<file path="src/hw/rtcm_pkg.sv">
// Shared constants and types for the two-wire host that drives the clock chip.
// Assumes a 20 MHz system clock and a bus with pull-ups on both lines.
package rtcm_pkg;

  // Bus addressing of the clock chip.
  localparam logic [6:0] SLV_ADDR    = 7'h51;
  localparam logic [6:0] TEST_ADDR_A = 7'h49;
  localparam logic [6:0] TEST_ADDR_B = 7'h4a;
  localparam logic       RW_READ     = 1'b1;
  localparam logic       RW_WRITE    = 1'b0;

  // Bit timing: one bit is four quarter phases of the link clock.
  localparam int CLK_MHZ = 20;
  localparam int TQ_NS   = 2500;
  localparam int TQ_CYC  = (TQ_NS * CLK_MHZ + 999) / 1000;
  localparam int TQ_W    = 16;

  // Quarter phases within one bit slot.
  localparam logic [1:0] PH_SETUP = 2'h0;
  localparam logic [1:0] PH_RISE  = 2'h1;
  localparam logic [1:0] PH_HIGH  = 2'h2;
  localparam logic [1:0] PH_FALL  = 2'h3;

  // Reset values, byte constants and bit and clock-pulse counts.
  localparam logic [1:0] PIN_IDLE  = 2'h3;
  localparam logic [7:0] BYTE_ZERO = 8'h00;
  localparam logic [7:0] BYTE_ONE  = 8'h01;
  localparam logic [2:0] BIT_LAST  = 3'h7;
  localparam logic [3:0] BYTE_RISES = 4'h8;

  // One transfer request: direction, pointer handling, pointer and byte count.
  typedef struct packed {
    logic       rd;
    logic       set_ptr;
    logic [7:0] ptr;
    logic [7:0] len;
  } rtcm_cmd_t;

  // Completion report of one transfer.
  typedef struct packed {
    logic done;
    logic nack;
  } rtcm_resp_t;

  // Sampled bus lines.
  typedef struct packed {
    logic scl;
    logic sda;
  } rtcm_pins_t;

  typedef enum logic [2:0] {S_IDLE, S_START, S_TX, S_ACK_RX, S_RX, S_ACK_TX, S_STOP} rtcm_state_t;
  typedef enum logic [1:0] {SQ_ADDR, SQ_PTR, SQ_DATA} rtcm_seq_t;
  typedef enum logic [1:0] {COND_NONE, COND_START, COND_STOP} rtcm_cond_t;

endpackage

</file>
<file path="src/hw/rtcm_sync.sv">
// Three-stage input synchroniser for the bus lines.
// Assumes inputs arrive asynchronously to clk; output follows once stages two and three agree.
`timescale 1ns/100ps
module rtcm_sync #(
  parameter int             W   = 2,
  parameter logic [W-1:0]   RST = '1
) (
  input  logic         clk,
  input  logic         reset,
  input  logic [W-1:0] din,
  output logic [W-1:0] dout
);

  logic [W-1:0] s1_q;
  logic [W-1:0] s2_q;
  logic [W-1:0] s3_q;
  logic [W-1:0] out_q;
  logic [W-1:0] out_d;

  //////////////////////////////////////////////////////////////////////////////
  // A bit only moves when the last two stages agree, which rejects a one-cycle
  // glitch at the cost of one more cycle of latency.
  always_comb begin
    out_d = ((s2_q ~^ s3_q) & s3_q) | ((s2_q ^ s3_q) & out_q);
  end

  // Stage one is read by stage two only.
  always_ff @(posedge clk or posedge reset) begin
    if (reset) begin
      s1_q  <= RST;
      s2_q  <= RST;
      s3_q  <= RST;
      out_q <= RST;
    end else begin
      s1_q  <= din;
      s2_q  <= s1_q;
      s3_q  <= s2_q;
      out_q <= out_d;
    end
  end

  assign dout = out_q;

endmodule

</file>
<file path="src/hw/rtcm_i2c_host.sv">
// Two-wire bus master that writes and reads the registers of the clock chip.
// Assumes open-drain pads outside; the bench resolves each line from the enables.
`timescale 1ns/100ps

module rtcm_i2c_host #(
  parameter logic [6:0] SLAVE_ADDR = rtcm_pkg::SLV_ADDR,
  parameter int         TQ_CYCLES  = rtcm_pkg::TQ_CYC
) (
  input  logic                 clk,
  input  logic                 reset,
  input  logic                 cmd_valid,
  output logic                 cmd_ready,
  input  rtcm_pkg::rtcm_cmd_t  cmd,
  input  logic                 wr_valid,
  output logic                 wr_ready,
  input  logic [7:0]           wr_data,
  output logic                 rd_valid,
  output logic [7:0]           rd_data,
  output rtcm_pkg::rtcm_resp_t resp,
  output logic                 busy,
  input  logic                 scl_i,
  output logic                 scl_o,
  output logic                 scl_oe,
  input  logic                 sda_i,
  output logic                 sda_o,
  output logic                 sda_oe
);

  rtcm_pkg::rtcm_pins_t  pin_s;
  rtcm_pkg::rtcm_state_t st_q, st_d;
  rtcm_pkg::rtcm_seq_t   seq_q, seq_d;
  rtcm_pkg::rtcm_cmd_t   cmd_q, cmd_d;
  rtcm_pkg::rtcm_resp_t  resp_q, resp_d;
  rtcm_pkg::rtcm_cond_t  cond_q, cond_d;
  logic [rtcm_pkg::TQ_W-1:0] tq_q, tq_d;
  logic [1:0]            ph_q, ph_d;
  logic [2:0]            bit_q, bit_d;
  logic [7:0]            sh_q, sh_d;
  logic [7:0]            cnt_q, cnt_d;
  logic [7:0]            rdd_q, rdd_d;
  logic                  rdv_q, rdv_d;
  logic                  dir_q, dir_d;
  logic                  rs_q, rs_d;
  logic                  nack_q, nack_d;
  logic                  err_q, err_d;
  logic                  scl_oe_q, scl_oe_d;
  logic                  sda_oe_q, sda_oe_d;
  logic                  tick;
  logic                  adv;
  logic                  want_wr;
  logic                  wait_wr;
  logic                  reserved;
  logic [3:0]            hb_q;

  //////////////////////////////////////////////////////////////////////////////
  // Input sampling of both lines.
  rtcm_sync #(.W(2), .RST(rtcm_pkg::PIN_IDLE)) u_sync (
    .clk   (clk),
    .reset (reset),
    .din   ({scl_i, sda_i}),
    .dout  (pin_s)
  );

  // A build for a test-mode address never touches the bus at all.
  assign reserved = (SLAVE_ADDR == rtcm_pkg::TEST_ADDR_A) ||
                    (SLAVE_ADDR == rtcm_pkg::TEST_ADDR_B);

  // Phase pacing; a slave holding the clock low stretches the rise phase.
  assign tick    = (tq_q == rtcm_pkg::TQ_W'(TQ_CYCLES - 1));
  assign want_wr = !cmd_q.rd && (seq_q != rtcm_pkg::SQ_ADDR) && (cnt_q != rtcm_pkg::BYTE_ZERO);
  assign wait_wr = (st_q == rtcm_pkg::S_ACK_RX) && (ph_q == rtcm_pkg::PH_FALL) &&
                   !nack_q && want_wr && !wr_valid;
  assign adv     = tick && !((ph_q == rtcm_pkg::PH_RISE) && !pin_s.scl) && !wait_wr;

  // Handshakes; waiting for write data parks the bus with the clock held low.
  assign cmd_ready = (st_q == rtcm_pkg::S_IDLE);
  assign wr_ready  = (st_q == rtcm_pkg::S_ACK_RX) && (ph_q == rtcm_pkg::PH_FALL) &&
                     tick && !nack_q && want_wr;
  assign busy      = (st_q != rtcm_pkg::S_IDLE);

  //////////////////////////////////////////////////////////////////////////////
  // Transfer sequencer: next values.
  always_comb begin
    st_d   = st_q;
    seq_d  = seq_q;
    cmd_d  = cmd_q;
    ph_d   = ph_q;
    bit_d  = bit_q;
    sh_d   = sh_q;
    cnt_d  = cnt_q;
    dir_d  = dir_q;
    rs_d   = rs_q;
    nack_d = nack_q;
    err_d  = err_q;
    rdd_d  = rdd_q;
    rdv_d  = 1'b0;
    resp_d = '0;
    tq_d   = (st_q == rtcm_pkg::S_IDLE || tick) ? '0 : rtcm_pkg::TQ_W'(tq_q + 1'b1);
    if (adv && st_q != rtcm_pkg::S_IDLE) begin
      ph_d = ph_q + 2'h1;
    end
    case (st_q)
      rtcm_pkg::S_IDLE: begin
        ph_d = rtcm_pkg::PH_SETUP;
        if (cmd_valid) begin
          cmd_d  = cmd;
          rs_d   = 1'b0;
          err_d  = 1'b0;
          nack_d = 1'b0;
          dir_d  = cmd.rd & ~cmd.set_ptr;
          cnt_d  = (cmd.rd && cmd.len == rtcm_pkg::BYTE_ZERO) ? rtcm_pkg::BYTE_ONE : cmd.len;
          if (reserved) begin
            resp_d = '{done: 1'b1, nack: 1'b1};
          end else begin
            st_d = rtcm_pkg::S_START;
          end
        end
      end
      rtcm_pkg::S_START: begin
        if (adv && ph_q == rtcm_pkg::PH_FALL) begin
          st_d  = rtcm_pkg::S_TX;
          sh_d  = {SLAVE_ADDR, dir_q};
          bit_d = 3'h0;
          seq_d = rtcm_pkg::SQ_ADDR;
        end
      end
      rtcm_pkg::S_TX: begin
        if (adv && ph_q == rtcm_pkg::PH_FALL) begin
          sh_d  = {sh_q[6:0], 1'b0};
          bit_d = bit_q + 3'h1;
          if (bit_q == rtcm_pkg::BIT_LAST) begin
            st_d = rtcm_pkg::S_ACK_RX;
          end
        end
      end
      rtcm_pkg::S_ACK_RX: begin
        if (adv && ph_q == rtcm_pkg::PH_HIGH) begin
          nack_d = pin_s.sda;
        end
        if (adv && ph_q == rtcm_pkg::PH_FALL) begin
          if (nack_q) begin
            err_d = 1'b1;
            st_d  = rtcm_pkg::S_STOP;
          end else if (seq_q == rtcm_pkg::SQ_ADDR && dir_q) begin
            st_d  = rtcm_pkg::S_RX;
            seq_d = rtcm_pkg::SQ_DATA;
          end else if (seq_q == rtcm_pkg::SQ_ADDR) begin
            st_d  = rtcm_pkg::S_TX;
            sh_d  = cmd_q.ptr;
            seq_d = rtcm_pkg::SQ_PTR;
          end else if (cmd_q.rd) begin
            st_d  = rtcm_pkg::S_START;
            rs_d  = 1'b1;
            dir_d = rtcm_pkg::RW_READ;
          end else if (cnt_q != rtcm_pkg::BYTE_ZERO) begin
            st_d  = rtcm_pkg::S_TX;
            sh_d  = wr_data;
            seq_d = rtcm_pkg::SQ_DATA;
            cnt_d = cnt_q - rtcm_pkg::BYTE_ONE;
          end else begin
            st_d = rtcm_pkg::S_STOP;
          end
        end
      end
      rtcm_pkg::S_RX: begin
        if (adv && ph_q == rtcm_pkg::PH_HIGH) begin
          sh_d = {sh_q[6:0], pin_s.sda};
        end
        if (adv && ph_q == rtcm_pkg::PH_FALL) begin
          bit_d = bit_q + 3'h1;
          if (bit_q == rtcm_pkg::BIT_LAST) begin
            st_d  = rtcm_pkg::S_ACK_TX;
            rdd_d = sh_q;
            rdv_d = 1'b1;
            cnt_d = cnt_q - rtcm_pkg::BYTE_ONE;
          end
        end
      end
      rtcm_pkg::S_ACK_TX: begin
        if (adv && ph_q == rtcm_pkg::PH_FALL) begin
          st_d = (cnt_q != rtcm_pkg::BYTE_ZERO) ? rtcm_pkg::S_RX : rtcm_pkg::S_STOP;
        end
      end
      rtcm_pkg::S_STOP: begin
        if (adv && ph_q == rtcm_pkg::PH_FALL) begin
          st_d   = rtcm_pkg::S_IDLE;
          resp_d = '{done: 1'b1, nack: err_q};
        end
      end
      default: begin
        st_d = rtcm_pkg::S_IDLE;
      end
    endcase
  end

  // Transfer sequencer: registers.
  always_ff @(posedge clk or posedge reset) begin
    if (reset) begin
      st_q   <= rtcm_pkg::S_IDLE;
      seq_q  <= rtcm_pkg::SQ_ADDR;
      cmd_q  <= '0;
      tq_q   <= '0;
      ph_q   <= rtcm_pkg::PH_SETUP;
      bit_q  <= 3'h0;
      sh_q   <= rtcm_pkg::BYTE_ZERO;
      cnt_q  <= rtcm_pkg::BYTE_ZERO;
      dir_q  <= rtcm_pkg::RW_WRITE;
      rs_q   <= 1'b0;
      nack_q <= 1'b0;
      err_q  <= 1'b0;
      rdd_q  <= rtcm_pkg::BYTE_ZERO;
      rdv_q  <= 1'b0;
      resp_q <= '0;
    end else begin
      st_q   <= st_d;
      seq_q  <= seq_d;
      cmd_q  <= cmd_d;
      tq_q   <= tq_d;
      ph_q   <= ph_d;
      bit_q  <= bit_d;
      sh_q   <= sh_d;
      cnt_q  <= cnt_d;
      dir_q  <= dir_d;
      rs_q   <= rs_d;
      nack_q <= nack_d;
      err_q  <= err_d;
      rdd_q  <= rdd_d;
      rdv_q  <= rdv_d;
      resp_q <= resp_d;
    end
  end

  //////////////////////////////////////////////////////////////////////////////
  // Line drivers: an enable pulls the line low, otherwise the pull-up wins.
  always_comb begin
    scl_oe_d = 1'b0;
    sda_oe_d = 1'b0;
    cond_d   = rtcm_pkg::COND_NONE;
    case (st_q)
      rtcm_pkg::S_IDLE: begin
        scl_oe_d = 1'b0;
        sda_oe_d = 1'b0;
      end
      rtcm_pkg::S_START: begin
        scl_oe_d = (ph_q == rtcm_pkg::PH_SETUP && rs_q) || ph_q == rtcm_pkg::PH_FALL;
        sda_oe_d = (ph_q == rtcm_pkg::PH_HIGH) || (ph_q == rtcm_pkg::PH_FALL);
        cond_d   = (ph_q == rtcm_pkg::PH_HIGH) ? rtcm_pkg::COND_START : rtcm_pkg::COND_NONE;
      end
      rtcm_pkg::S_TX: begin
        scl_oe_d = (ph_q == rtcm_pkg::PH_SETUP) || (ph_q == rtcm_pkg::PH_FALL);
        sda_oe_d = !sh_q[7];
      end
      rtcm_pkg::S_ACK_RX, rtcm_pkg::S_RX: begin
        scl_oe_d = (ph_q == rtcm_pkg::PH_SETUP) || (ph_q == rtcm_pkg::PH_FALL);
        sda_oe_d = 1'b0;
      end
      rtcm_pkg::S_ACK_TX: begin
        scl_oe_d = (ph_q == rtcm_pkg::PH_SETUP) || (ph_q == rtcm_pkg::PH_FALL);
        sda_oe_d = (cnt_q != rtcm_pkg::BYTE_ZERO);
      end
      rtcm_pkg::S_STOP: begin
        scl_oe_d = (ph_q == rtcm_pkg::PH_SETUP);
        sda_oe_d = (ph_q == rtcm_pkg::PH_SETUP) || (ph_q == rtcm_pkg::PH_RISE);
        cond_d   = (ph_q == rtcm_pkg::PH_HIGH) ? rtcm_pkg::COND_STOP : rtcm_pkg::COND_NONE;
      end
      default: begin
        scl_oe_d = 1'b0;
        sda_oe_d = 1'b0;
      end
    endcase
  end

  // Registered drives keep glitches off the open-drain pads.
  always_ff @(posedge clk or posedge reset) begin
    if (reset) begin
      scl_oe_q <= 1'b0;
      sda_oe_q <= 1'b0;
      cond_q   <= rtcm_pkg::COND_NONE;
    end else begin
      scl_oe_q <= scl_oe_d;
      sda_oe_q <= sda_oe_d;
      cond_q   <= cond_d;
    end
  end

  assign scl_o    = 1'b0;
  assign sda_o    = 1'b0;
  assign scl_oe   = scl_oe_q;
  assign sda_oe   = sda_oe_q;
  assign rd_valid = rdv_q;
  assign rd_data  = rdd_q;
  assign resp     = resp_q;

  //////////////////////////////////////////////////////////////////////////////
  // Checks. The helper counts clock releases within one byte slot.
  always_ff @(posedge clk or posedge reset) begin
    if (reset) begin
      hb_q <= 4'h0;
    end else if (st_q == rtcm_pkg::S_ACK_RX || st_q == rtcm_pkg::S_ACK_TX) begin
      hb_q <= 4'h0;
    end else if ((st_q == rtcm_pkg::S_TX || st_q == rtcm_pkg::S_RX) &&
                 adv && ph_q == rtcm_pkg::PH_RISE) begin
      hb_q <= hb_q + 4'h1;
    end
  end
endmodule

</file>
<file path="config.mk">
export PLATFORM = sky130hd
export DESIGN_NAME = rtcm_i2c_host
export DESIGN_NICKNAME = d
export VERILOG_FILES = /design/src/hw/rtcm_pkg.sv /design/src/hw/rtcm_sync.sv /design/src/hw/rtcm_i2c_host.sv
export SDC_FILE = /design/constraint.sdc
export NUM_CORES = 1
export LEC_CHECK = 0
export BUFFER_PORTS_ARGS = -buffer_cell sky130_fd_sc_hd__buf_2
export CAP_MARGIN = 40
export CORE_MARGIN = 2
export CORE_UTILIZATION = 63
export DETAILED_ROUTE_END_ITERATION = 10
export PLACE_DENSITY = 0.85
export SLEW_MARGIN = 20
export SYNTH_ARGS = -nofsm -noshare
export SYNTH_HDL_FRONTEND = slang
export SYNTH_SLANG_ARGS = --single-unit
</file>
<file path="constraint.sdc">
create_clock -name clk -period 5.34 [get_ports clk]
set_clock_uncertainty 0.2 [all_clocks]
set_input_delay 0.534 -clock clk [delete_from_list [all_inputs] [get_ports clk]]
set_output_delay 0.534 -clock clk [all_outputs]
set_load 0.005 [all_outputs]
</file>
Word-level counts from Yosys, hierarchy flattened
Index checks and enable logic that the tools add are counted.
{ "op_classes": {"n_bitwise": 7, "n_addsub": 4, "eq_ne": 34, "n_mux": 71, "n_reduce_logical": 55} }
{ "op_table": {"columns": ["op", "n"], "rows": [
  ["8-bit 2-to-1 mux", 19],
  ["3-bit 2-to-1 mux", 15],
  ["2-bit != test (second input constant)", 18],
  ["8-bit one-hot mux with 4 select lines", 1],
  ["2-bit 2-to-1 mux", 12],
  ["8-bit one-hot mux with 3 select lines", 1],
  ["3-bit one-hot mux with 7 select lines", 1],
  ["1-bit logical AND", 18],
  ["9-bit AND reduction", 2],
  ["16-bit by 1-bit adder with 16-bit output (second input constant)", 1],
  ["16-bit by 6-bit equality test with 1-bit output (second input constant)", 1],
  ["16-bit 2-to-1 mux", 1],
  ["1-bit 2-to-1 mux", 13],
  ["3-bit equality test (second input constant)", 4],
  ["10-bit AND reduction", 1],
  ["2-bit nonzero test", 5],
  ["3-bit AND reduction", 3],
  ["8-bit zero test", 1],
  ["4-bit != test (second input constant)", 2],
  ["1-bit one-hot mux with 2 select lines", 4],
  ["8-bit nonzero test", 1],
  ["8-bit by 1-bit subtractor with 8-bit output (second input constant)", 1],
  ["1-bit zero test", 7],
  ["7-bit AND reduction", 1],
  ["28 further kinds", 38]
]} }
{ "totals": {"out_inout_bits": 18, "in_bits": 32, "wordCells": 194, "ff_bits": 76} }

Depth between registers and ports, before layout
{ "depth": {"ltp_word": 10, "mapped_depth": 10, "depth_no_buf": 9} }

Hierarchy
From an unflattened synthesis, not the netlist that was laid out.
{ "hier_totals": {"hier_cells": 402, "area_unflattened_um2": 4053.9} }
{ "modules_own_cells": {"columns": ["mod", "cells_per_inst", "n_inst", "area_each_um2", "seq_area_each_um2"], "rows": [
  ["rtcm_i2c_host", 389, 1, 3799.9, 1701.6],
  ["rtcm_sync", 13, 1, 254.0, 210.2]
]} }

Least setup slack after synthesis
No wires, ideal clock.
{ "synth_path": {"path_type": "register -> register", "start": "register st_q[0]", "end": "register rdd_q[1] (netlist: rd_data[1])", "setup_slack_ps": 2784, "stages_incl_launch_ff": 9, "arrival_time_ps": 2231, "t_required_ps": 5015, "n_path_buf": 2, "setup_time_ps": 125, "period_less_slack_ps": 2556, "cell_sequence": "dfrtp_1 > ha_1 > buf_4 > or3b_4 > a2111oi_4 > or4b_1 > buf_4 > nor2_8 > mux2_2"} }
{ "synth_via": {"elab_chain_len": 9, "elab_cells_between_ends": 10, "classes_between": "eq/ne (2); reduce/logical (8)"} }
{ "synth_rtl": {"columns": ["item", "line", "text"], "rows": [
  ["start, declared", "rtcm_i2c_host.sv:30", "rtcm_pkg::rtcm_state_t st_q, st_d;"],
  ["start signal, assigned", "rtcm_i2c_host.sv:199", "st_q <= rtcm_pkg::S_IDLE;"],
  ["start signal, assigned", "rtcm_i2c_host.sv:215", "st_q <= st_d;"],
  ["3-bit by 2-bit equality test with 1-bit output", "rtcm_i2c_host.sv:71", "assign wait_wr = (st_q == rtcm_pkg::S_ACK_RX) && (ph_q == rtcm_pkg::PH_FALL) &&"],
  ["1-bit logical AND (2 in a row)", "rtcm_i2c_host.sv:71", null],
  ["1-bit logical AND (2 in a row)", "rtcm_i2c_host.sv:72", "!nack_q && want_wr && !wr_valid;"],
  ["1-bit zero test", "rtcm_i2c_host.sv:73", "assign adv = tick && !((ph_q == rtcm_pkg::PH_RISE) && !pin_s.scl) && !wait_wr;"],
  ["1-bit logical AND", "rtcm_i2c_host.sv:73", null],
  ["1-bit logical AND", "rtcm_i2c_host.sv:169", "if (adv && ph_q == rtcm_pkg::PH_FALL) begin"],
  ["3-bit AND reduction (no source line) (*)", null, null],
  ["end signal, assigned", "rtcm_i2c_host.sv:211", "rdd_q <= rtcm_pkg::BYTE_ZERO;"],
  ["end signal, assigned", "rtcm_i2c_host.sv:227", "rdd_q <= rdd_d;"],
  ["end, declared", "rtcm_i2c_host.sv:40", "logic [7:0] rdd_q, rdd_d;"]
]} }
Every way passes the cells marked *; elsewhere a longest branch is shown, timed or not.
A chain may end at the register's enable or synchronous reset.

Worst setup path after layout
{ "layout_path": {"start": "register st_q[1]", "end": "register cnt_q[1]"} }
{ "layout_via": {"elab_chain_len": 10, "elab_cells_between_ends": 22, "classes_between": "eq/ne (11); mux (1); reduce/logical (10)"} }
{ "layout_rtl": {"columns": ["item", "line", "text"], "rows": [
  ["3-bit by 2-bit equality test with 1-bit output", "rtcm_i2c_host.sv:71, rtcm_i2c_host.sv:102", null],
  ["1-bit logical AND (2 in a row)", "rtcm_i2c_host.sv:71", null],
  ["1-bit logical AND (2 in a row)", "rtcm_i2c_host.sv:72", null],
  ["1-bit zero test", "rtcm_i2c_host.sv:73", null],
  ["1-bit logical AND", "rtcm_i2c_host.sv:73", null],
  ["1-bit logical AND", "rtcm_i2c_host.sv:140, rtcm_i2c_host.sv:169", null],
  ["2-bit != test (no source line)", null, null],
  ["10-bit AND reduction (no source line)", null, null],
  ["end signal, assigned", "rtcm_i2c_host.sv:206", "cnt_q <= rtcm_pkg::BYTE_ZERO;"],
  ["end signal, assigned", "rtcm_i2c_host.sv:222", "cnt_q <= cnt_d;"],
  ["end, declared", "rtcm_i2c_host.sv:39", "logic [7:0] cnt_q, cnt_d;"]
]} }
Several ways; a longest one is shown, not always the timed one.

==> impl_metrics.tcl <==
set metrics [dict create \
    syn_area_per_cell_um2 10.35 \
    clkTransAtPathRegs_ns 0.09 \
    cts_tree "built" \
    vias 3225 \
    seq_area_frac_synth_pct 46.40 \
    drv_cap 0 \
    final_area_um2 4619 \
    combPwrFrac_pct 3.8 \
    hp-start "sda_i" \
    wire_per_inst_um 17.18 \
    cts_max_level 3 \
    place_area_um2 4420 \
    finalSetupViolations 0 \
    r2r_slack_ns 2.10 \
    synth_area_leaders "dfrtp_1 41%, dfstp_2 5.1%, nor2_1 5.1%, ha_1 4.9%, mux2_2 4.6%" \
    async_flop_share_pct 100.0 \
    ir_worst_vdd_uv 189.5 \
    port_buffers 47 \
    min_path_cells 1 \
    rows 29 \
    cts_sinks 76 \
    fin_nets 496 \
    whs_endpoint "u_sync.s1_q[0]$_DFF_PP1_" \
    ant_nets 0 \
    slew_viol_final 0 \
    final_util_pct 72.75 \
    grt_pass1_vias 3166 \
    die_w_um 84.87 \
    power_mw 1.031 \
    start_kind "register" \
    coreArea_um2 6350 \
    syn_area_um2 4120 \
    nFillCells 452 \
    post_cts_resized 0 \
    grt.total_usage_pct 26.83 \
    fp.dieH_um 84.87 \
    wl_um 9108 \
    start_util_pct 64.89 \
    syn_inst 398 \
    fmaxAchievable_mhz 308.4 \
    hold_ws_ns 0.06880 \
    synth_largest_area_cell "dfrtp_1" \
    r2r_start "st_q[1]$_DFFE_PP0P_" \
    drc 0 \
    cts.path.max_buffers 2 \
    p_int_uw 772.7 \
    slew_headroom_pct 49.79 \
    r2r_cells 9 \
    final_cell_mix "68 x dfrtp_1, 56 x nor2_1, 47 x buf_2" \
    clk-insertion-delay-late_ns 0.36 \
    p_clk_share_pct 39.4 \
    period_share_pct 60.71 \
    place.detailed.hpwl_um 6689 \
    cp-end-kind "register" \
    tns_ns 0 \
    grt_max_degree 43 \
    status "finished clean" \
    grt_pass1_wl_um 15270 \
    drt_iter0_drc 401 \
    reg2reg_to "cnt_q[1]$_DFFE_PP0P_" \
    yosysUniqueCellTypes 65 \
    gr-total-overflow 0 \
    viasPerCell 6.085 \
    numCtsBuffers 9 \
    dr.pass1.iters 5 \
    cp.arrival_ns 3.27 \
    drive_above_1_share_pct 25.61 \
    cellLeakagePower_nw 2.219 \
    cts_root_buf "clkbuf_8" \
    synth_top_cell_area_share_pct 41.30 \
    num_antenna_cells 0 \
    io-pin-count 50 \
    hold_violations 0 \
    power.switching_uw 257.9 \
    area_growth_pct 12.12 \
    crit_path_max_fanout 16 \
    synth_seq_cells 76 \
    gp_congestion 0.9795 \
    yosys_warnings 0 \
    yosys_most_used_dff "dfrtp_1" \
    switching_share_pct 25.03 \
    hp-class "in -> reg" \
    period_minus_slack_ns 3.242 \
    critical_path_class "reg -> reg" \
    power-per-cell-area_nw_per_um2 223.1 \
    final_common_cell "dfrtp_1" \
    antenna_found_initial 0 \
    worst_slew_pin_slew_ns 0.7481 \
    synth_edf_count 0 \
    fp.dieArea_um2 7203 \
    rsz0062_at_grt "no" \
    pwr-share-seq_pct 56.7 \
    cp_data_required_time_ns 5.37 \
]
layout make-up:
class	instances	area [µm²]	share of cell area, %
Sequential cell	76	1912	41.39
Clock buffer	9	123.9	2.681
Clock inverter	7	57.56	1.246
Tap cell	77	96.34	2.086
Timing Repair Buffer	52	287.8	6.230
Inverter	14	52.55	1.138
Multi-Input combinational cell	295	2090	45.23
critical path, stage by stage (launching register included):
cell and delay, ns:
dfrtp_1 0.43, inv_1 0.12, ha_1 0.46, nand2b_1 0.22, inv_1 0.15, nand2_1 0.29
nor2_1 0.48, o211ai_2 0.35, a211oi_1 0.33, a21oi_1 0.06
synthesized netlist by cell type (2+ instances only):
library cell,instances
a211oi_1,3
a22o_1,3
and2_1,2
a32o_1,2
o21bai_1,2
xnor2_1,4
a21o_1,2
o31ai_1,3
a31oi_1,8
nor2b_1,4
o22a_1,4
and3_1,3
mux2_2,17
xor2_1,10
mux2i_1,11
nand2_1,31
ha_1,16
nor2_1,56
dfstp_2,8
nor4_1,3
mux2_4,8
nand2b_1,5
inv_1,14
dfrtp_1,68
clkbuf_1,7
mux2_1,2
o21ai_0,22
nor4b_4,2
nand4_1,3
nor3_1,6
nand3_1,13
buf_4,4
nor4b_1,2
a21oi_1,19
power groups by stage:
stage | registers (mW) | clock network, mW | logic [mW]
2_1_floorplan | 0.595 | 0 | 0.0197
3_3_place_gp | 0.596 | 0 | 0.0368
3_5_place_dp | 0.596 | 0 | 0.0398
4_1_cts | 0.585 | 0.412 | 0.0406
5_1_grt | 0.585 | 0.437 | 0.0449
6_report | 0.585 | 0.406 | 0.0396
worst max path at each step:
stage,startpoint,end,depth (start not counted)
2_1_floorplan,reset,bit_q[0]$_DFFE_PP0P_,1
3_3_place_gp,st_q[1]$_DFFE_PP0P_,cnt_q[1]$_DFFE_PP0P_,9
3_5_place_dp,st_q[1]$_DFFE_PP0P_,cnt_q[1]$_DFFE_PP0P_,9
4_1_cts,st_q[1]$_DFFE_PP0P_,cnt_q[3]$_DFFE_PP0P_,9
5_1_grt,st_q[1]$_DFFE_PP0P_,cnt_q[6]$_DFFE_PP0P_,9
6_report,st_q[1]$_DFFE_PP0P_,cnt_q[1]$_DFFE_PP0P_,9
state kept, by name (all words and copies together), names as in the netlist:
signal / count
seq_q: 2
cnt_q: 8
rd_valid: 1
rd_data: 8
ph_q: 2
sda_oe: 1
u_sync.s3_q: 2
tq_q: 16
u_sync.s2_q: 2
sh_q: 8
nack_q: 1
dir_q: 1
scl_oe: 1
u_sync.s1_q: 2
resp: 2
cmd_q: 9
bit_q: 3
rs_q: 1
err_q: 1
st_q: 3
u_sync.dout: 2
through the flow:
step                instances  setup slack, ns
floorplan                 399            2.681
global placement          510            2.453
detailed placement        512            2.207
CTS                       529            2.206
global route              530            1.845
finish                    530            2.098
layer usage:
metal | vias up | track usage (%) | part of all wire (%)
met5 | - | 0 | 0
met4 | 0 | 9.380 | 2.0
met1 | 1568 | 37.34 | 44
li1 | 1510 | - | -
met3 | 18 | 6.128 | 6.0
met2 | 129 | 42.02 | 48
logic make-up (layout without fill, tap and decap cells):
family	count (synthesis)	in the layout	synth area share, %
multiplexers	38	38	10.78
AND/OR/NAND/NOR	142	142	18.13
buffers and inverters	28	82	2.976
XOR/XNOR	14	14	2.976
AO/OA/AOI/OAI	83	83	13.79
flip-flops	76	76	46.40
adder cells (fa/ha/maj)	16	16	4.859
other	1	2	0.09101
what timing repair did:
item / in CTS / in global routing
hold buffers: 1 / 0
buffers inserted: 0 / 0
hold endpoints to repair: 2 / 0
No activity file was read; power rests on OpenSTA's default activity.
